<file path="config.mk">
export PLATFORM = sky130hd
export DESIGN_NAME = regmap_tail
export DESIGN_NICKNAME = d
export VERILOG_FILES = /design/src/hw/regmap_tail_pkg.sv /design/src/hw/pin_sync.sv /design/src/hw/regmap_tail.sv
export SDC_FILE = /design/constraint.sdc
export NUM_CORES = 1
export LEC_CHECK = 0
export BUFFER_PORTS_ARGS = -buffer_cell sky130_fd_sc_hd__buf_2
export CAP_MARGIN = 0
export CORE_ASPECT_RATIO = 2
export CORE_UTILIZATION = 30
export DETAILED_ROUTE_END_ITERATION = 7
export PLACE_DENSITY_LB_ADDON = 0.25
export SKIP_CTS_REPAIR_TIMING = 1
export SYNTH_ARGS = -nofsm -noshare
export SYNTH_HDL_FRONTEND = slang
export SYNTH_SLANG_ARGS = --single-unit
</file>
<file path="constraint.sdc">
create_clock -name clk_sys -period 4.1 [get_ports clk_sys]
set_clock_uncertainty 0.1 [all_clocks]
set_input_delay 0.615 -clock clk_sys [delete_from_list [all_inputs] [get_ports clk_sys]]
set_output_delay 0.615 -clock clk_sys [all_outputs]
set_load 0.01 [all_outputs]
</file>
<file path="src/hw/regmap_tail_pkg.sv">
// Purpose: Shared constants and types for the register-map tail and bus-sharing block.
// Assumes: 16-bit registers with 6-bit addresses on the serial port.
// Notes:   Frame length is counted in serial bits; the conversion period is counted in master clock rises.
package regmap_tail_pkg;
	localparam logic [5:0]  CH2_GAIN_TRIM_LOW_ADDR  = 6'h17;
	localparam logic [5:0]  CONFIG_CHECKSUM_ADDR    = 6'h3e;
	localparam logic [5:0]  RESERVED_WRITE_ZERO_ADDR = 6'h3f;
	localparam logic [7:0]  GAIN_TRIM_RESET         = 8'h00;
	localparam logic [15:0] CHECKSUM_RESET          = 16'h0000;
	localparam logic [15:0] RESERVED_RESET          = 16'h0000;
	localparam logic [15:0] CRC_POLY                = 16'h1021;
	localparam logic [15:0] CRC_SEED                = 16'hffff;
	localparam int          FRAME_BITS              = 24;
	localparam int          CONV_PERIOD_NS          = 250000;
	localparam int          CLK_PERIOD_NS           = 50;
	localparam logic [12:0] CONV_CYCLES             = 13'((CONV_PERIOD_NS + CLK_PERIOD_NS - 1) / CLK_PERIOD_NS);
	localparam logic [12:0] CONV_CYCLES_MIN         = 13'd1;
	localparam logic [1:0]  QUEUE_DEPTH             = 2'd2;

	typedef enum logic [1:0] {
		SER_IDLE = 2'b00,
		SER_CMD  = 2'b01,
		SER_DATA = 2'b11
	} ser_state_t;

	typedef struct packed {
		logic       sclk;
		logic       mosi;
		logic       csN;
		logic       syncN;
		logic       mclk;
	} pin_in_t;
endpackage : regmap_tail_pkg

</file>
<file path="src/hw/pin_sync.sv">
// Purpose: Three-flop synchroniser with agreement filter for one pin.
// Assumes: Pin is asynchronous to clk_sys.
// Notes:   The first stage feeds only the second stage.
`timescale 1ns/1ps
module pin_sync #(
	parameter logic INIT_VAL = 1'b0 // Idle level of the pin, loaded at reset so no false edge follows.
) (
	input  wire logic clk_sys, // System clock.
	input  wire logic rstN,    // Synchronised reset.
	input  wire logic pinIn,   // Raw pin.
	output logic      level,   // Filtered level.
	output logic      rise,    // One-cycle pulse on rising change.
	output logic      fall     // One-cycle pulse on falling change.
);
	logic s1_reg;
	logic s2_reg;
	logic s3_reg;

	always_ff @(posedge clk_sys or negedge rstN) begin
		if (!rstN) begin
			s1_reg <= INIT_VAL;
			s2_reg <= INIT_VAL;
			s3_reg <= INIT_VAL;
			level  <= INIT_VAL;
		end else begin
			s1_reg <= pinIn;
			s2_reg <= s1_reg;
			s3_reg <= s2_reg;
			if (s2_reg == s3_reg) begin
				level <= s3_reg;
			end
		end
	end

	assign rise = (s2_reg == s3_reg) && s3_reg && !level;
	assign fall = (s2_reg == s3_reg) && !s3_reg && level;
endmodule : pin_sync

</file>
<file path="src/hw/regmap_tail.sv">
// Purpose: Register-map tail, checksum, output tri-state and sync check of a converter.
// Assumes: SPI mode 1 style: host shifts 24-bit frames, command then data.
// Notes:   Frame = 1 unused bit, write bit, 6-bit address, 16-bit data, MSB first.
// How it works
// - The channel 2 gain-trim low register keeps a writable byte in bits 15:8 and reads zero in bits 7:0.
// - A read-only checksum at 3Eh holds a CRC over the register contents and resets to zero.
// - The serial output is released to high impedance whenever chip select is high.
// - A lost clock edge misaligns only the frame in progress; chip select high returns the engine to idle and clears the bit count.
// - A sync pulse out of step with the conversion period sets the resync fault flag.
// - Unread results overflow a two-entry queue and sample-ready then pulses every second period.
`timescale 1ns/1ps
module regmap_tail
	import regmap_tail_pkg::*;
(
	input  wire logic clk_sys,         // System clock, 20 MHz.
	input  wire logic nrst,            // Asynchronous active-low reset.
	input  wire logic sclk,            // Serial clock pin.
	input  wire logic mosi,            // Serial data in pin.
	input  wire logic csN,             // Chip select pin, active low.
	input  wire logic syncN,           // Sync/reset pin, active low.
	input  wire logic master_clock_input, // Master clock pin.
	output logic      misoOut,         // Serial data out value.
	output logic      misoOe,          // Serial data out enable.
	output logic      sample_ready_pin, // Sample-ready, active low.
	output logic      resync_fault_flag // Sticky resync fault.
);
	logic       rst1_reg;
	logic       rstN;
	pin_in_t    pinLvl;
	logic       sclkFall;
	logic       syncFall;
	logic       mclkRise;
	logic [23:0] shiftNow;
	logic [7:0]  ch2_gain_trim_low_byte;
	logic [15:0] config_checksum_reg;
	logic [15:0] reservedReg;
	ser_state_t  serState_reg;
	logic [4:0]  bitCnt_reg;
	logic [23:0] shiftIn_reg;
	logic [15:0] shiftOut_reg;
	logic [12:0] periodCnt_reg;
	logic [1:0]  queueCnt_reg;
	logic        skipPulse_reg;
	logic        frameDone;
	logic        rdWord;
	logic [15:0] crcNext;
	logic [15:0] readMux;

	// ----------------------------------------
	// Reset release
	// ----------------------------------------
	always_ff @(posedge clk_sys or negedge nrst) begin
		if (!nrst) begin
			rst1_reg <= 1'b0;
			rstN     <= 1'b0;
		end else begin
			rst1_reg <= 1'b1;
			rstN     <= rst1_reg;
		end
	end

	// ----------------------------------------
	// Pin synchronisers
	// ----------------------------------------
	pin_sync #(.INIT_VAL(1'b0)) u_sclk (.clk_sys(clk_sys), .rstN(rstN), .pinIn(sclk),
		.level(pinLvl.sclk), .rise(), .fall(sclkFall));
	pin_sync #(.INIT_VAL(1'b0)) u_mosi (.clk_sys(clk_sys), .rstN(rstN), .pinIn(mosi),
		.level(pinLvl.mosi), .rise(), .fall());
	pin_sync #(.INIT_VAL(1'b1)) u_cs (.clk_sys(clk_sys), .rstN(rstN), .pinIn(csN),
		.level(pinLvl.csN), .rise(), .fall());
	pin_sync #(.INIT_VAL(1'b1)) u_sync (.clk_sys(clk_sys), .rstN(rstN), .pinIn(syncN),
		.level(pinLvl.syncN), .rise(), .fall(syncFall));
	pin_sync #(.INIT_VAL(1'b0)) u_mclk (.clk_sys(clk_sys), .rstN(rstN), .pinIn(master_clock_input),
		.level(pinLvl.mclk), .rise(mclkRise), .fall());

	// ----------------------------------------
	// Serial frame engine
	// ----------------------------------------
	// Frame bits so far plus the bit sampled this cycle, so decode sees the current frame, not a stale one.
	assign shiftNow  = {shiftIn_reg[22:0], pinLvl.mosi};
	assign frameDone = (serState_reg == SER_DATA) && sclkFall && (bitCnt_reg == 5'(FRAME_BITS - 1));
	assign rdWord    = frameDone && !shiftNow[22];

	always_comb begin
		case (shiftNow[5:0])
			CH2_GAIN_TRIM_LOW_ADDR:   readMux = {ch2_gain_trim_low_byte, 8'h00};
			CONFIG_CHECKSUM_ADDR:     readMux = config_checksum_reg;
			RESERVED_WRITE_ZERO_ADDR: readMux = reservedReg;
			default:                  readMux = 16'h0000;
		endcase
	end

	always_ff @(posedge clk_sys or negedge rstN) begin
		if (!rstN) begin
			serState_reg <= SER_IDLE;
			bitCnt_reg   <= 5'd0;
			shiftIn_reg  <= 24'h000000;
			shiftOut_reg <= 16'h0000;
		end else if (pinLvl.csN) begin
			serState_reg <= SER_IDLE;
			bitCnt_reg   <= 5'd0;
		end else begin
			case (serState_reg)
				SER_IDLE: begin
					serState_reg <= SER_CMD;
					bitCnt_reg   <= 5'd0;
				end
				SER_CMD: begin
					if (sclkFall) begin
						shiftIn_reg <= {shiftIn_reg[22:0], pinLvl.mosi};
						bitCnt_reg  <= bitCnt_reg + 5'd1;
						if (bitCnt_reg == 5'd7) begin
							serState_reg <= SER_DATA;
							shiftOut_reg <= readMux;
						end
					end
				end
				SER_DATA: begin
					if (sclkFall) begin
						shiftIn_reg  <= {shiftIn_reg[22:0], pinLvl.mosi};
						shiftOut_reg <= {shiftOut_reg[14:0], 1'b0};
						bitCnt_reg   <= frameDone ? 5'd0 : bitCnt_reg + 5'd1;
						if (frameDone) begin
							serState_reg <= SER_CMD;
						end
					end
				end
				default: serState_reg <= SER_IDLE;
			endcase
		end
	end

	always_ff @(posedge clk_sys or negedge rstN) begin
		if (!rstN) begin
			misoOut <= 1'b0;
			misoOe  <= 1'b0;
		end else begin
			misoOe  <= !pinLvl.csN;
			misoOut <= (serState_reg == SER_DATA) ? shiftOut_reg[15] : 1'b0;
		end
	end

	// ----------------------------------------
	// Registers
	// ----------------------------------------
	always_ff @(posedge clk_sys or negedge rstN) begin
		if (!rstN) begin
			ch2_gain_trim_low_byte <= GAIN_TRIM_RESET;
			reservedReg            <= RESERVED_RESET;
		end else if (frameDone && shiftNow[22]) begin
			if (shiftNow[21:16] == CH2_GAIN_TRIM_LOW_ADDR) begin
				ch2_gain_trim_low_byte <= shiftNow[15:8];
			end
			if (shiftNow[21:16] == RESERVED_WRITE_ZERO_ADDR) begin
				reservedReg <= shiftNow[15:0];
			end
		end
	end

	// Serial CRC over both writable words, one bit per cycle, restarted each time the set completes.
	logic [4:0]  crcBit_reg;
	logic [15:0] crcAcc_reg;
	logic [31:0] crcSrc;
	assign crcSrc  = {ch2_gain_trim_low_byte, 8'h00, reservedReg};
	assign crcNext = {crcAcc_reg[14:0], 1'b0} ^ ((crcAcc_reg[15] ^ crcSrc[5'd31 - crcBit_reg]) ? CRC_POLY : 16'h0000);

	always_ff @(posedge clk_sys or negedge rstN) begin
		if (!rstN) begin
			crcBit_reg          <= 5'd0;
			crcAcc_reg          <= CRC_SEED;
			config_checksum_reg <= CHECKSUM_RESET;
		end else begin
			crcBit_reg <= crcBit_reg + 5'd1;
			if (crcBit_reg == 5'd31) begin
				config_checksum_reg <= crcNext;
				crcAcc_reg          <= CRC_SEED;
			end else begin
				crcAcc_reg <= crcNext;
			end
		end
	end

	// ----------------------------------------
	// Conversion period, queue and sync check
	// ----------------------------------------
	logic periodEnd;
	assign periodEnd = mclkRise && (periodCnt_reg == CONV_CYCLES - 13'd1);

	always_ff @(posedge clk_sys or negedge rstN) begin
		if (!rstN) begin
			periodCnt_reg     <= 13'd0;
			resync_fault_flag <= 1'b0;
		end else begin
			if (syncFall && periodCnt_reg != 13'd0) begin
				periodCnt_reg     <= 13'd0;
				resync_fault_flag <= 1'b1;
			end else if (periodEnd) begin
				periodCnt_reg <= 13'd0;
			end else if (mclkRise) begin
				periodCnt_reg <= periodCnt_reg + 13'd1;
			end
		end
	end

	always_ff @(posedge clk_sys or negedge rstN) begin
		if (!rstN) begin
			queueCnt_reg     <= 2'd0;
			skipPulse_reg    <= 1'b0;
			sample_ready_pin <= 1'b1;
		end else begin
			sample_ready_pin <= 1'b1;
			if (periodEnd) begin
				if (queueCnt_reg == QUEUE_DEPTH) begin
					skipPulse_reg <= !skipPulse_reg;
					if (!skipPulse_reg) begin
						sample_ready_pin <= 1'b0;
					end
				end else begin
					queueCnt_reg     <= queueCnt_reg + 2'd1;
					sample_ready_pin <= 1'b0;
				end
			end else if (rdWord && queueCnt_reg != 2'd0) begin
				queueCnt_reg  <= queueCnt_reg - 2'd1;
				skipPulse_reg <= 1'b0;
			end
		end
	end

	// ----------------------------------------
	// Checks
	// ----------------------------------------
	property p_hiz_when_deselected;
		@(posedge clk_sys) disable iff (!rstN) pinLvl.csN |=> !misoOe;
	endproperty
	a_hiz_when_deselected: assert property (p_hiz_when_deselected) else $error("output driven while deselected");

	property p_low_byte_zero;
		@(posedge clk_sys) disable iff (!rstN)
			(!pinLvl.csN && serState_reg == SER_CMD && sclkFall && bitCnt_reg == 5'd7
				&& shiftNow[5:0] == CH2_GAIN_TRIM_LOW_ADDR)
			|=> shiftOut_reg[7:0] == 8'h00;
	endproperty
	a_low_byte_zero: assert property (p_low_byte_zero) else $error("gain trim low byte not zero");

	property p_gain_write_lands;
		@(posedge clk_sys) disable iff (!rstN)
			(frameDone && shiftNow[22] && shiftNow[21:16] == CH2_GAIN_TRIM_LOW_ADDR)
			|=> ch2_gain_trim_low_byte == $past(shiftNow[15:8]);
	endproperty
	a_gain_write_lands: assert property (p_gain_write_lands) else $error("gain trim write lost");

	property p_fault_on_bad_sync;
		@(posedge clk_sys) disable iff (!rstN) (syncFall && periodCnt_reg != 13'd0) |=> resync_fault_flag;
	endproperty
	a_fault_on_bad_sync: assert property (p_fault_on_bad_sync) else $error("resync fault not raised");

	property p_queue_bound;
		@(posedge clk_sys) disable iff (!rstN) queueCnt_reg <= QUEUE_DEPTH;
	endproperty
	a_queue_bound: assert property (p_queue_bound) else $error("result queue overran");

	property p_checksum_stable;
		@(posedge clk_sys) disable iff (!rstN) (crcBit_reg != 5'd31) |=> $stable(config_checksum_reg);
	endproperty
	a_checksum_stable: assert property (p_checksum_stable) else $error("checksum changed mid pass");
endmodule : regmap_tail

</file>
==> flow_summary.html, run 1 <==
<table>
<tr><th>Metric</th><th>Value</th></tr>
<tr><th colspan="2">Timing</th></tr>
<tr><td>Timing-limited maximum frequency</td><td>373.5 MHz</td></tr>
<tr><td>Worst max-slew margin expressed relative to the limit</td><td>0.3583</td></tr>
<tr><td>Final total negative setup slack</td><td>0 ps</td></tr>
<tr><td>Final number of setup-violating endpoints</td><td>0</td></tr>
<tr><td>Part of the cycle the worst path needs</td><td>0.6530</td></tr>
<tr><td>Final-layout worst hold slack</td><td>41.78 ps</td></tr>
<tr><td>Slew Viols, Final</td><td>0</td></tr>
<tr><td>Hold violation total from the final report</td><td>0</td></tr>
<tr><td>Final critical delay including setup and external delays</td><td>2677 ps</td></tr>
<tr><td>Worst-margin pin slew</td><td>962.6 ps</td></tr>
<tr><td>Unrepaired setup endpoints after global routing</td><td>no</td></tr>
<tr><th colspan="2">Setup path</th></tr>
<tr><td>Startpoint type of the worst setup path</td><td>flop</td></tr>
<tr><td>Worst Path Arrival</td><td>2910 ps</td></tr>
<tr><td>Worst setup path class</td><td>reg -&gt; reg</td></tr>
<tr><td>Number of cells traversed by the worst register-to-register path</td><td>8</td></tr>
<tr><td>Type of destination of the critical path</td><td>flop</td></tr>
<tr><td>Endpoint of the most critical register-to-register path</td><td>periodCnt_reg[9]</td></tr>
<tr><td>Required @ worst endpoint</td><td>4330 ps</td></tr>
<tr><td>Maximum fanout along the worst path</td><td>12</td></tr>
<tr><td>Worst flop-to-flop path startpoint</td><td>periodCnt_reg[0]</td></tr>
<tr><td>FF-to-FF setup slack</td><td>1420 ps</td></tr>
<tr><th colspan="2">Placed design</th></tr>
<tr><td>Buffers added on ports</td><td>10</td></tr>
<tr><td>Cell count after placement</td><td>793</td></tr>
<tr><td>Cell area reported after detailed placement</td><td>6799 sq um</td></tr>
<tr><td>Final weighted congestion of routability-driven global placement</td><td>0.8331</td></tr>
<tr><td>Detailed-placement wirelength estimate</td><td>9321 um</td></tr>
<tr><th colspan="2">Synthesis</th></tr>
<tr><td>Synth Instances</td><td>532</td></tr>
<tr><td>Post-synth EDFFs</td><td>0</td></tr>
<tr><td>Library cell with the highest instance count after synthesis</td><td>dfrtp_1</td></tr>
<tr><td>Area share of the leading cell type in the synthesized netlist</td><td>0.4760</td></tr>
<tr><td>Leading cell types by total area after synthesis</td><td>dfrtp_1, mux2_2, dfstp_2, o21ai_0, mux2i_1</td></tr>
<tr><td>Mean area per synthesized cell</td><td>12.15 sq um</td></tr>
<tr><td>Post-Synthesis Net Count</td><td>550</td></tr>
<tr><td>Yosys top cell by area</td><td>dfrtp_1</td></tr>
<tr><td>Synth Cell Area</td><td>6466 sq um</td></tr>
<tr><td>Number of warnings reported in the yosys synthesis log</td><td>0</td></tr>
<tr><td>Number of storage elements in the synthesis netlist</td><td>148</td></tr>
<tr><td>List of most frequent post-synthesis cells</td><td>dfrtp_1, mux2_2, nand2_1, o21ai_0, dfstp_2</td></tr>
<tr><td>Post-synthesis cell type count</td><td>58</td></tr>
<tr><td>Commonest register cell after synthesis</td><td>dfrtp_1</td></tr>
<tr><td>Post-synthesis sequential area ratio</td><td>0.5776</td></tr>
<tr><td>Post-synthesis async set-or-reset flop share</td><td>1.000</td></tr>
<tr><th colspan="2">Cells and area</th></tr>
<tr><td>Post-layout net count</td><td>562</td></tr>
<tr><td>Synth-to-Final Area Change</td><td>13.95%</td></tr>
<tr><td>Flip-flop count of the largest register after layout</td><td>22</td></tr>
<tr><td>Antenna cells</td><td>0</td></tr>
<tr><td>Share of cells above drive strength 1</td><td>0.3142</td></tr>
<tr><td>Final standard cell area without fillers</td><td>7368 sq um</td></tr>
<tr><td>Core utilization of the finished layout</td><td>0.3505</td></tr>
<tr><td>Fin cells</td><td>826</td></tr>
<tr><th colspan="2">Global route</th></tr>
<tr><td>Pin count of the biggest net entering global routing</td><td>73</td></tr>
<tr><td>Total congestion overflow after global routing</td><td>0</td></tr>
<tr><td>Vias in the first global route</td><td>4185</td></tr>
<tr><td>GR Util All Layers</td><td>0.1312</td></tr>
<tr><td>Initial antenna violation count</td><td>0</td></tr>
<tr><td>Global-route wire length before repair</td><td>22270 um</td></tr>
<tr><th colspan="2">Clocking</th></tr>
<tr><td>CTS tree</td><td>done</td></tr>
<tr><td>CTS Root Buffer Type</td><td>clkbuf_16</td></tr>
<tr><td>Skew-Pair Late Insertion Delay</td><td>430 ps</td></tr>
<tr><td>Number of H-tree levels</td><td>4</td></tr>
<tr><td>Total CTS buffers</td><td>17</td></tr>
<tr><td>Clk slew on worst S/H paths</td><td>60 ps</td></tr>
<tr><td>Longest Clk Path Bufs</td><td>2</td></tr>
<tr><td>Clock sinks</td><td>148</td></tr>
<tr><th colspan="2">Die</th></tr>
<tr><td>Die boundary width</td><td>105.8 um</td></tr>
<tr><td>Rows</td><td>75</td></tr>
<tr><td>Height of the chip</td><td>209.6 um</td></tr>
<tr><td>Number of primary I/O pins</td><td>11</td></tr>
<tr><td>Starting utilization of the core area</td><td>0.3076</td></tr>
<tr><td>Core ar.</td><td>21020 sq um</td></tr>
<tr><td>Die area</td><td>22180 sq um</td></tr>
<tr><th colspan="2">Power and ir drop</th></tr>
<tr><td>Power per unit of standard cell area</td><td>458.5 nW/um^2</td></tr>
<tr><td>VDD IR max</td><td>308.2 uV</td></tr>
<tr><td>Leakage power of the design</td><td>3.332 nW</td></tr>
<tr><th colspan="2">Routing</th></tr>
<tr><td>Count of antenna-violating nets left after detailed routing</td><td>0</td></tr>
<tr><td>Final routed DRC violation total</td><td>0</td></tr>
<tr><td>Wire length per cell after detailed routing</td><td>15.75 um</td></tr>
<tr><td>Initial DRT Pass Iterations</td><td>4</td></tr>
<tr><td>Detailed-route wire length</td><td>13010 um</td></tr>
<tr><td>Drt initial violations</td><td>203</td></tr>
<tr><td>Vias/cell</td><td>4.745</td></tr>
<tr><td>Total number of vias</td><td>3919</td></tr>
<tr><th colspan="2">Status</th></tr>
<tr><td>Status</td><td>finished clean</td></tr>
<tr><th colspan="2">Worst hold path</th></tr>
<tr><td>Hold Crit Class</td><td>reg -&gt; async</td></tr>
<tr><th colspan="2">Job</th></tr>
<tr><td>Max Cap Viol</td><td>0</td></tr>
</table>
## metal layers
layer  up-vias  part of all wire  track usage
met3        25             0.016      0.02484
met5         -                 0            0
met1      1972              0.38       0.1370
li1       1883                 -            -
met2        39              0.57       0.2378
met4         0             0.036      0.08190
## worst max path at each step
stage                     startpoint               end  slack (ps)  cells after the start
finish              periodCnt_reg[0]  periodCnt_reg[9]        1420                      8
detailed placement   serState_reg[0]   shiftOut_reg[0]        1370                      7
global route         serState_reg[0]   shiftOut_reg[0]        1150                      7
floorplan                       rstN     bitCnt_reg[0]        1570                      0
CTS                  serState_reg[0]   shiftOut_reg[0]        1370                      7
global placement     serState_reg[0]   shiftOut_reg[0]        1520                      7
## area by class of cell
cell class | count | area (sq um)
fill | 2066 | 13650
sequential | 148 | 3739
multi-input combinational | 343 | 2565
clock buffer | 20 | 446.7
tap | 269 | 336.6
clock inverter | 12 | 112.6
timing repair buffer | 17 | 105.1
inverter | 17 | 63.81
## per-stage QoR
| stage | total power [W] | setup WS (ps) |
|---|---|---|
| floorplan | 0.001831 | 1569 |
| global placement | 0.001902 | 1517 |
| detailed placement | 0.001920 | 1374 |
| CTS | 0.003434 | 1374 |
| global route | 0.003540 | 1148 |
| finish | 0.003378 | 1423 |
## kinds of logic after synthesis
logic type / Yosys count / share of synthesized area
other cells: 1 / 0.0005799
flops: 148 / 0.5776
buf+inv: 41 / 0.02651
mux: 88 / 0.1534
xor+xnor: 14 / 0.01896
compound gates: 82 / 0.07411
fa+ha+maj: 13 / 0.02438
simple gates: 145 / 0.1244
## critical path, stage by stage (launching register included)
cell and delay (ps):
dfrtp_1 390, inv_1 90, ha_1 140, nor4b_1 240, nand4_1 150, and3_1 320, nor3b_2 680, a41oi_1 220
a211oi_1 260
## cell usage in the layout (no fill, tap or decap), drive strengths merged, types with 2 or more instances in the layout
cell,instances
dfrtp,123
mux2,69
nand2,43
o21ai,41
dfstp,25
clkbuf,20
or2,18
nor2,18
mux2i,17
inv,17
nor3,17
buf,16
a21oi,15
ha,11
nand3,11
xnor2,9
and3,9
clkinv,9
o211ai,8
xor2,5
nand2b,4
o22ai,4
nand4,4
and2,4
nor2b,3
a22o,3
nor4b,3
a21o,3
mux4,2
and4,2
nor3b,2
a41oi,2
maj3,2
a211oi,2
bufinv,2
nor4,2
## where the power goes
| group | internal [W] | switching (W) | total [W] |
|---|---|---|---|
| Sequential | 0.00153 | 0.0000574 | 0.00159 |
| Combinational | 0.000119 | 0.000181 | 0.000300 |
| Clock | 0.000899 | 0.000587 | 0.00149 |
No activity file was read; power rests on OpenSTA's default activity.
==> run 2: changes to the inputs <==
--- a/config.mk
+++ b/config.mk
@@ -5,6 +5,7 @@
 export SDC_FILE = /design/constraint.sdc
 export NUM_CORES = 1
 export LEC_CHECK = 0
+export ABC_AREA = 1
 export BUFFER_PORTS_ARGS = -buffer_cell sky130_fd_sc_hd__buf_2
 export CAP_MARGIN = 0
 export CORE_ASPECT_RATIO = 2
==> constraint.sdc (replaced) <==
create_clock -name clk_sys -period 2.7 [get_ports clk_sys]
set_clock_uncertainty 0.1 [all_clocks]
set_input_delay 0.405 -clock clk_sys [delete_from_list [all_inputs] [get_ports clk_sys]]
set_output_delay 0.405 -clock clk_sys [all_outputs]
set_load 0.01 [all_outputs]
==> flow_summary.html, run 2 <==
<table>
<tr><th>Metric</th><th>Value</th></tr>
<tr><th colspan="2">Placed design</th></tr>
<tr><td>Buffers added on ports</td><td>10 (unchanged)</td></tr>
<tr><td>Cell count after placement</td><td>994 (+25%)</td></tr>
<tr><td>Cell area reported after detailed placement</td><td>7048 sq um (+3.7%)</td></tr>
<tr><td>Pre-CTS WS</td><td>579.5 ps (-794.8 ps)</td></tr>
<tr><td>Final weighted congestion of routability-driven global placement</td><td>0.8457 (+1.5%)</td></tr>
<tr><td>Detailed-placement wirelength estimate</td><td>10750 um (+15%)</td></tr>
<tr><th colspan="2">Setup path</th></tr>
<tr><td>Required @ worst endpoint</td><td>2920 ps (-1410 ps)</td></tr>
<tr><td>Worst setup path class</td><td>reg -&gt; reg</td></tr>
<tr><td>Worst Path Arrival</td><td>2340 ps (-570 ps)</td></tr>
<tr><td>FF-to-FF setup slack</td><td>570 ps (-850 ps)</td></tr>
<tr><td>Most Frequent Cell on Critical Path</td><td>nand2_1</td></tr>
<tr><td>Cell at the slowest stage of the critical path</td><td>dfrtp_1</td></tr>
<tr><td>Number of cells traversed by the worst register-to-register path</td><td>13 (+5)</td></tr>
<tr><td>Endpoint of the most critical register-to-register path</td><td>config_checksum_reg[12]</td></tr>
<tr><td>Worst path cell trace</td><td>inv_2, nand2_1, nand3_1, nand3_1, nand2_1, nand2_1, nand2_1, nand2_1, nand2_1, nand2_1, nand3_1, nand3_1, nand2_1</td></tr>
<tr><td>Launch point of the worst path</td><td>crcBit_reg[0]</td></tr>
<tr><td>Delay of the slowest cell on the worst path</td><td>730 ps (+50 ps)</td></tr>
<tr><td>Type of destination of the critical path</td><td>flop</td></tr>
<tr><td>Startpoint type of the worst setup path</td><td>flop</td></tr>
<tr><td>Worst flop-to-flop path startpoint</td><td>crcBit_reg[0]</td></tr>
<tr><td>Maximum fanout along the worst path</td><td>20 (+8)</td></tr>
<tr><td>CP Capture Point</td><td>config_checksum_reg[12]</td></tr>
<tr><th colspan="2">Timing</th></tr>
<tr><td>Part of the cycle the worst path needs</td><td>0.7884 (+0.1354)</td></tr>
<tr><td>Slew Viols, Final</td><td>0 (unchanged)</td></tr>
<tr><td>Worst max-slew margin expressed relative to the limit</td><td>0.5950 (+0.2368)</td></tr>
<tr><td>Setup slack of the critical path after layout</td><td>571.2 ps (-851.3 ps)</td></tr>
<tr><td>Unrepaired setup endpoints after global routing</td><td>no</td></tr>
<tr><td>Final critical delay including setup and external delays</td><td>2129 ps (-548.7 ps)</td></tr>
<tr><td>Worst-margin pin slew</td><td>607.4 ps (-355.2 ps)</td></tr>
<tr><td>Final number of setup-violating endpoints</td><td>0 (unchanged)</td></tr>
<tr><td>Hold violation total from the final report</td><td>0 (unchanged)</td></tr>
<tr><td>Timing-limited maximum frequency</td><td>469.8 MHz (+26%)</td></tr>
<tr><td>Final total negative setup slack</td><td>0 ps (unchanged)</td></tr>
<tr><th colspan="2">Die</th></tr>
<tr><td>Core ar.</td><td>22060 sq um (+5.0%)</td></tr>
<tr><td>Die area</td><td>23010 sq um (+3.7%)</td></tr>
<tr><td>Height of the chip</td><td>213.5 um (+1.9%)</td></tr>
<tr><td>Starting utilization of the core area</td><td>0.3041 (-0.003473)</td></tr>
<tr><td>Rows</td><td>77 (+2.7%)</td></tr>
<tr><td>Die boundary width</td><td>107.8 um (+1.8%)</td></tr>
<tr><td>Number of primary I/O pins</td><td>11 (unchanged)</td></tr>
<tr><th colspan="2">Global route</th></tr>
<tr><td>Global-route track usage on met1</td><td>0.1432 (+0.006182)</td></tr>
<tr><td>Met2 Usage GRT</td><td>0.2591 (+0.02129)</td></tr>
<tr><td>Met3 demand-to-capacity share in global routing</td><td>0.02736 (+0.002511)</td></tr>
<tr><td>Total congestion overflow after global routing</td><td>0 (unchanged)</td></tr>
<tr><td>Initial antenna violation count</td><td>0 (unchanged)</td></tr>
<tr><td>Pin count of the biggest net entering global routing</td><td>50 (-32%)</td></tr>
<tr><td>Global-route wire length before repair</td><td>24240 um (+8.9%)</td></tr>
<tr><td>Global-route layer with the greatest usage</td><td>met2</td></tr>
<tr><td>Vias in the first global route</td><td>4743 (+13%)</td></tr>
<tr><td>GR Util All Layers</td><td>0.1407 (+0.009494)</td></tr>
<tr><th colspan="2">Clocking</th></tr>
<tr><td>CTS tree</td><td>done</td></tr>
<tr><td>Clk slew on worst S/H paths</td><td>60 ps (about the same)</td></tr>
<tr><td>Skew-Pair Late Insertion Delay</td><td>430 ps (about the same)</td></tr>
<tr><td>Total CTS buffers</td><td>17 (unchanged)</td></tr>
<tr><td>Number of H-tree levels</td><td>4 (unchanged)</td></tr>
<tr><td>Longest Clk Path Bufs</td><td>2 (unchanged)</td></tr>
<tr><td>CTS Root Buffer Type</td><td>clkbuf_16</td></tr>
<tr><td>Clock sinks</td><td>148 (unchanged)</td></tr>
<tr><th colspan="2">Cells and area</th></tr>
<tr><td>Share of cells above drive strength 1</td><td>0.1944 (-0.1197)</td></tr>
<tr><td>Number of fill cells in the layout</td><td>2244 (+8.6%)</td></tr>
<tr><td>Fin cells</td><td>1032 (+25%)</td></tr>
<tr><td>Most common library cell in the layout ignoring fill and taps</td><td>nand2_1</td></tr>
<tr><td>Antenna cells</td><td>0 (unchanged)</td></tr>
<tr><td>Commonest cells after routing, fill and taps aside</td><td>nand2_1, dfrtp_1, inv_1, o21ai_0, a21oi_1</td></tr>
<tr><td>Flip-flop count of the largest register after layout</td><td>22 (unchanged)</td></tr>
<tr><td>Final standard cell area without fillers</td><td>7812 sq um (+6.0%)</td></tr>
<tr><td>Synth-to-Final Area Change</td><td>16.43%</td></tr>
<tr><td>Post-layout net count</td><td>761 (+35%)</td></tr>
<tr><th colspan="2">Synthesis</th></tr>
<tr><td>Number of warnings reported in the yosys synthesis log</td><td>0 (unchanged)</td></tr>
<tr><td>Synth Instances</td><td>722 (+36%)</td></tr>
<tr><td>Commonest register cell after synthesis</td><td>dfrtp_1</td></tr>
<tr><td>Number of storage elements in the synthesis netlist</td><td>148 (unchanged)</td></tr>
<tr><td>Yosys top cell by area</td><td>dfrtp_1</td></tr>
<tr><td>Library cell with the highest instance count after synthesis</td><td>nand2_1</td></tr>
<tr><td>Leading cell types by total area after synthesis</td><td>dfrtp_1, dfstp_2, nand2_1, inv_1, o21ai_0</td></tr>
<tr><td>Area share of the leading cell type in the synthesized netlist</td><td>0.4587 (-0.01731)</td></tr>
<tr><td>Post-synth EDFFs</td><td>0 (unchanged)</td></tr>
<tr><td>Post-synthesis sequential area ratio</td><td>0.5566 (-0.02100)</td></tr>
<tr><td>Post-synthesis async set-or-reset flop share</td><td>1.000 (unchanged)</td></tr>
<tr><td>Post-Synthesis Net Count</td><td>740 (+35%)</td></tr>
<tr><td>Post-synthesis cell type count</td><td>48 (-17%)</td></tr>
<tr><td>Synth Cell Area</td><td>6710 sq um (+3.8%)</td></tr>
<tr><td>Mean area per synthesized cell</td><td>9.294 sq um (-24%)</td></tr>
<tr><td>List of most frequent post-synthesis cells</td><td>nand2_1, dfrtp_1, inv_1, o21ai_0, a21oi_1</td></tr>
<tr><th colspan="2">Routing</th></tr>
<tr><td>Final routed DRC violation total</td><td>0 (unchanged)</td></tr>
<tr><td>Detailed-route wire length</td><td>14670 um (+13%)</td></tr>
<tr><td>Initial DRT Pass Iterations</td><td>4 (unchanged)</td></tr>
<tr><td>Vias/cell</td><td>4.590 (-3.3%)</td></tr>
<tr><td>Drt initial violations</td><td>273 (+34%)</td></tr>
<tr><td>Total number of vias</td><td>4737 (+21%)</td></tr>
<tr><td>Wire length per cell after detailed routing</td><td>14.22 um (-9.7%)</td></tr>
<tr><td>Count of antenna-violating nets left after detailed routing</td><td>0 (unchanged)</td></tr>
<tr><th colspan="2">Power and ir drop</th></tr>
<tr><td>Power per unit of standard cell area</td><td>774.6 nW/um^2 (+69%)</td></tr>
<tr><td>VDD IR max</td><td>456.4 uV (+48%)</td></tr>
<tr><td>Leakage power of the design</td><td>3.454 nW (+3.7%)</td></tr>
<tr><th colspan="2">Status</th></tr>
<tr><td>Status</td><td>finished clean</td></tr>
<tr><th colspan="2">Job</th></tr>
<tr><td>Max Cap Viol</td><td>0 (unchanged)</td></tr>
<tr><th colspan="2">Worst hold path</th></tr>
<tr><td>Hold Crit Class</td><td>reg -&gt; async</td></tr>
</table>
## run 2: cell types whose count changed after synthesis, moves of 17 or more
cell and change:
mux2i_1 -17, a21oi_1 +24, o21ai_2 +27, nand2_1 +120, inv_1 +71, nand3_1 +26, nor2_1 +17, o21ai_0 +17
mux2_2 -68
## run 2: final cells by class
cell class,instances,area (sq um),area share
well taps,276,345.3,0.04420
repair buffers,25,202.7,0.02594
clock inverters,7,188.9,0.02418
clock buffers,25,515.5,0.06598
inverters,95,361.6,0.04628
multi-input cells,456,2460,0.3149
flip-flops and latches,148,3739,0.4785
## run 2: power by group
group / leakage (nW) / switching [W] / internal, W
logic: 1.20 / 0.000429 / 0.000234
clock network: 0.344 / 0.000911 / 0.00189
registers: 1.91 / 0.000153 / 0.00244
total: 3.45 / 0.00149 / 0.00456
## run 2: how the worst min path moves through the flow
stage | end | startpoint | slack [ps]
finish | u_mosi.s2_reg | rstN | 110
CTS | rstN | nrst | -380
global route | config_checksum_reg[0] | rstN | 120
global placement | rst1_reg | nrst | 90
detailed placement | rst1_reg | nrst | 90
floorplan | rst1_reg | nrst | 9
## run 2: worst max-delay path, delay by kind of cell (launching register included)
family,cells,cell delay [ps]
AND/OR/NAND/NOR,12,990
flip-flops,1,730
buffers and inverters,1,200
## run 2: metal layers
| layer | part of all wire | vias up |
|---|---|---|
| li1 | - | 2388 |
| met1 | 0.39 | 2270 |
| met2 | 0.56 | 51 |
| met3 | 0.018 | 28 |
| met4 | 0.040 | 0 |
| met5 | 0 | - |
## run 2: cell families after synthesis
family,after synthesis,synth area share
simple gates,285,0.1921
other cells,1,0.0005589
mux,1,0.001678
buf+inv,118,0.07682
fa+ha+maj,13,0.02349
xor+xnor,8,0.01044
flops,148,0.5566
compound gates,148,0.1384
## run 2: metrics by stage
| step | power (W) | hold WS, ps | utilization |
|---|---|---|---|
| after floorplan | 0.003106 | 9.409 | - |
| after global placement | 0.003291 | 89.96 | 0.3195 |
| after detailed placement | 0.003297 | 90.58 | 0.3195 |
| after CTS | 0.006138 | -381.6 | 0.3514 |
| after global routing | 0.006344 | 123.9 | 0.3541 |
| final | 0.006052 | 107.2 | 0.3541 |
==> run 3: changes to the inputs <==
==> constraint.sdc (replaced) <==
create_clock -name clk_sys -period 1.99 [get_ports clk_sys]
set_clock_uncertainty 0.1 [all_clocks]
set_input_delay 0.2985 -clock clk_sys [delete_from_list [all_inputs] [get_ports clk_sys]]
set_output_delay 0.2985 -clock clk_sys [all_outputs]
set_load 0.01 [all_outputs]
==> flow_summary.html, run 3 (synthesis gave the netlist of run 2 again) <==
<table>
<tr><th>Metric</th><th>Value</th></tr>
<tr><th colspan="2">Timing</th></tr>
<tr><td>Part of the cycle the worst path needs</td><td>0.9474 (+0.1590)</td></tr>
<tr><td>Timing-limited maximum frequency</td><td>530.4 MHz (+13%)</td></tr>
<tr><td>Final total negative setup slack</td><td>0 ps (unchanged)</td></tr>
<tr><td>Slew Viols, Final</td><td>0 (unchanged)</td></tr>
<tr><td>Worst-margin pin slew</td><td>560.2 ps (-47.18 ps)</td></tr>
<tr><td>Final number of setup-violating endpoints</td><td>0 (unchanged)</td></tr>
<tr><td>Setup slack of the critical path after layout</td><td>104.7 ps (-466.5 ps)</td></tr>
<tr><td>Worst max-slew margin expressed relative to the limit</td><td>0.6231 (+0.02801)</td></tr>
<tr><td>Hold violation total from the final report</td><td>0 (unchanged)</td></tr>
<tr><td>Final critical delay including setup and external delays</td><td>1885 ps (-243.5 ps)</td></tr>
<tr><th colspan="2">Setup path</th></tr>
<tr><td>Type of destination of the critical path</td><td>flop</td></tr>
<tr><td>Launch point of the worst path</td><td>serState_reg[1]</td></tr>
<tr><td>Worst setup path class</td><td>reg -&gt; reg</td></tr>
<tr><td>Number of cells traversed by the worst register-to-register path</td><td>9 (-4)</td></tr>
<tr><td>FF-to-FF setup slack</td><td>100 ps (-470 ps)</td></tr>
<tr><td>Worst flop-to-flop path startpoint</td><td>serState_reg[1]</td></tr>
<tr><td>Startpoint type of the worst setup path</td><td>flop</td></tr>
<tr><td>CP Capture Point</td><td>reservedReg[9]</td></tr>
<tr><td>Required @ worst endpoint</td><td>2210 ps (-710 ps)</td></tr>
<tr><td>Maximum fanout along the worst path</td><td>32 (+60%)</td></tr>
<tr><td>Worst Path Arrival</td><td>2110 ps (-230 ps)</td></tr>
<tr><td>Endpoint of the most critical register-to-register path</td><td>reservedReg[9]</td></tr>
<tr><th colspan="2">Clocking</th></tr>
<tr><td>Clock sinks</td><td>148 (unchanged)</td></tr>
<tr><td>Number of H-tree levels</td><td>4 (unchanged)</td></tr>
<tr><td>CTS Root Buffer Type</td><td>clkbuf_16</td></tr>
<tr><td>Total CTS buffers</td><td>17 (unchanged)</td></tr>
<tr><td>CTS tree</td><td>done</td></tr>
<tr><td>Skew-Pair Late Insertion Delay</td><td>430 ps (about the same)</td></tr>
<tr><td>Clk slew on worst S/H paths</td><td>60 ps (about the same)</td></tr>
<tr><td>Longest Clk Path Bufs</td><td>2 (unchanged)</td></tr>
<tr><th colspan="2">Cells and area</th></tr>
<tr><td>Most common library cell in the layout ignoring fill and taps</td><td>nand2_1</td></tr>
<tr><td>Synth-to-Final Area Change</td><td>19.17%</td></tr>
<tr><td>Antenna cells</td><td>0 (unchanged)</td></tr>
<tr><td>Final standard cell area without fillers</td><td>7996 sq um (+2.4%)</td></tr>
<tr><td>Flip-flop count of the largest register after layout</td><td>22 (unchanged)</td></tr>
<tr><td>Number of fill cells in the layout</td><td>2216 (-1.2%)</td></tr>
<tr><td>Share of cells above drive strength 1</td><td>0.2251 (+0.03065)</td></tr>
<tr><td>Post-layout net count</td><td>778 (+2.2%)</td></tr>
<tr><td>Commonest cells after routing, fill and taps aside</td><td>nand2_1, dfrtp_1, inv_1, o21ai_0, a21oi_1</td></tr>
<tr><th colspan="2">Status</th></tr>
<tr><td>Status</td><td>finished clean</td></tr>
<tr><th colspan="2">Global route</th></tr>
<tr><td>GR Util All Layers</td><td>0.1445 (+0.003817)</td></tr>
<tr><td>Pin count of the biggest net entering global routing</td><td>47 (-6.0%)</td></tr>
<tr><td>Total congestion overflow after global routing</td><td>0 (unchanged)</td></tr>
<tr><td>Vias in the first global route</td><td>4998 (+5.4%)</td></tr>
<tr><td>Global-route wire length before repair</td><td>25050 um (+3.3%)</td></tr>
<tr><td>Initial antenna violation count</td><td>0 (unchanged)</td></tr>
<tr><td>Met2 Usage GRT</td><td>0.2783 (+0.01923)</td></tr>
<tr><td>Met3 demand-to-capacity share in global routing</td><td>0.03191 (+0.004559)</td></tr>
<tr><td>Global-route layer with the greatest usage</td><td>met2</td></tr>
<tr><td>Global-route track usage on met1</td><td>0.1415 (-0.001689)</td></tr>
<tr><th colspan="2">Routing</th></tr>
<tr><td>Detailed-route wire length</td><td>14860 um (+1.3%)</td></tr>
<tr><td>Wire length per cell after detailed routing</td><td>14.16 um (-0.36%)</td></tr>
<tr><td>Count of antenna-violating nets left after detailed routing</td><td>0 (unchanged)</td></tr>
<tr><td>Vias/cell</td><td>4.572 (-0.40%)</td></tr>
<tr><td>Initial DRT Pass Iterations</td><td>4 (unchanged)</td></tr>
<tr><td>Total number of vias</td><td>4796 (+1.2%)</td></tr>
<tr><td>Final routed DRC violation total</td><td>0 (unchanged)</td></tr>
<tr><td>Drt initial violations</td><td>206 (-25%)</td></tr>
<tr><th colspan="2">Die</th></tr>
<tr><td>Die area</td><td>23010 sq um (unchanged)</td></tr>
<tr><td>Die boundary width</td><td>107.8 um (unchanged)</td></tr>
<tr><td>Height of the chip</td><td>213.5 um (unchanged)</td></tr>
<tr><td>Number of primary I/O pins</td><td>11 (unchanged)</td></tr>
<tr><td>Rows</td><td>77 (unchanged)</td></tr>
<tr><td>Starting utilization of the core area</td><td>0.3041 (unchanged)</td></tr>
<tr><td>Core ar.</td><td>22060 sq um (unchanged)</td></tr>
<tr><th colspan="2">Placed design</th></tr>
<tr><td>Pre-CTS WS</td><td>50.97 ps (-528.6 ps)</td></tr>
<tr><td>Detailed-placement wirelength estimate</td><td>11070 um (+2.9%)</td></tr>
<tr><td>Final weighted congestion of routability-driven global placement</td><td>0.8287 (-2.0%)</td></tr>
<tr><td>Cell area reported after detailed placement</td><td>7211 sq um (+2.3%)</td></tr>
<tr><td>Buffers added on ports</td><td>10 (unchanged)</td></tr>
<tr><th colspan="2">Job</th></tr>
<tr><td>Max Cap Viol</td><td>0 (unchanged)</td></tr>
<tr><th colspan="2">Power and ir drop</th></tr>
<tr><td>Leakage power of the design</td><td>3.569 nW (+3.4%)</td></tr>
<tr><td>Power per unit of standard cell area</td><td>1021 nW/um^2 (+32%)</td></tr>
<tr><td>VDD IR max</td><td>591.3 uV (+30%)</td></tr>
<tr><td>Total Power Consumption</td><td>0.008167 W (+35%)</td></tr>
<tr><th colspan="2">Worst hold path</th></tr>
<tr><td>Hold Crit Class</td><td>in -&gt; async</td></tr>
</table>
run 3: cell count changes in the layout (fill, tap and decap cells not counted), moves of 3 or more:
cell	change
buf_12	+4
buf_4	+12
clkbuf_8	-6
clkinv_4	+3
o21ai_0	-3
o21ai_1	+3
run 3: power by group:
part           switching, W  internal (W)  leakage (nW)
Sequential         0.000211       0.00331          1.90
Clock               0.00133       0.00237         0.330
Combinational      0.000597      0.000357          1.34
run 3: how the worst min path moves through the flow:
| stage | slack [ps] | start | end |
|---|---|---|---|
| floorplan | -100 | nrst | rst1_reg |
| global placement | -20 | nrst | rst1_reg |
| detailed placement | -10 | nrst | rst1_reg |
| CTS | -490 | nrst | rstN |
| global route | 90 | nrst | rstN |
| finish | 70 | nrst | rstN |
run 3: area by class of cell:
cell class	count	area, sq um	area share
clock buffer	17	425.4	0.05320
clock inverter	15	252.7	0.03161
inverter	95	365.4	0.04569
multi-input combinational	456	2484	0.3106
sequential	148	3740	0.4677
tap	276	345.3	0.04319
timing repair buffer	42	384.1	0.04804
run 3: critical path, cell delays in order, from the launching register on:
cell and delay (ps):
dfrtp_1 400, ha_2 250, inv_6 60, nor4_4 310, inv_2 100, nor2_4 130
nand2_2 80, buf_12 190, nand2_1 100, o21ai_2 50
run 3: per-stage QoR:
stage	hold slack, ps	instances	utilization
6_report	65.85	1049	0.3624
4_1_cts	-489.5	1041	0.3576
5_1_grt	88.50	1049	0.3624
3_5_place_dp	-14.94	1009	0.3268
3_3_place_gp	-16.66	1009	0.3268
2_1_floorplan	-97.09	722	-
run 3: layer usage:
layer	vias up	part of all wire
li1	2417	-
met1	2307	0.38
met2	48	0.58
met3	24	0.018
met4	0	0.028
met5	-	0
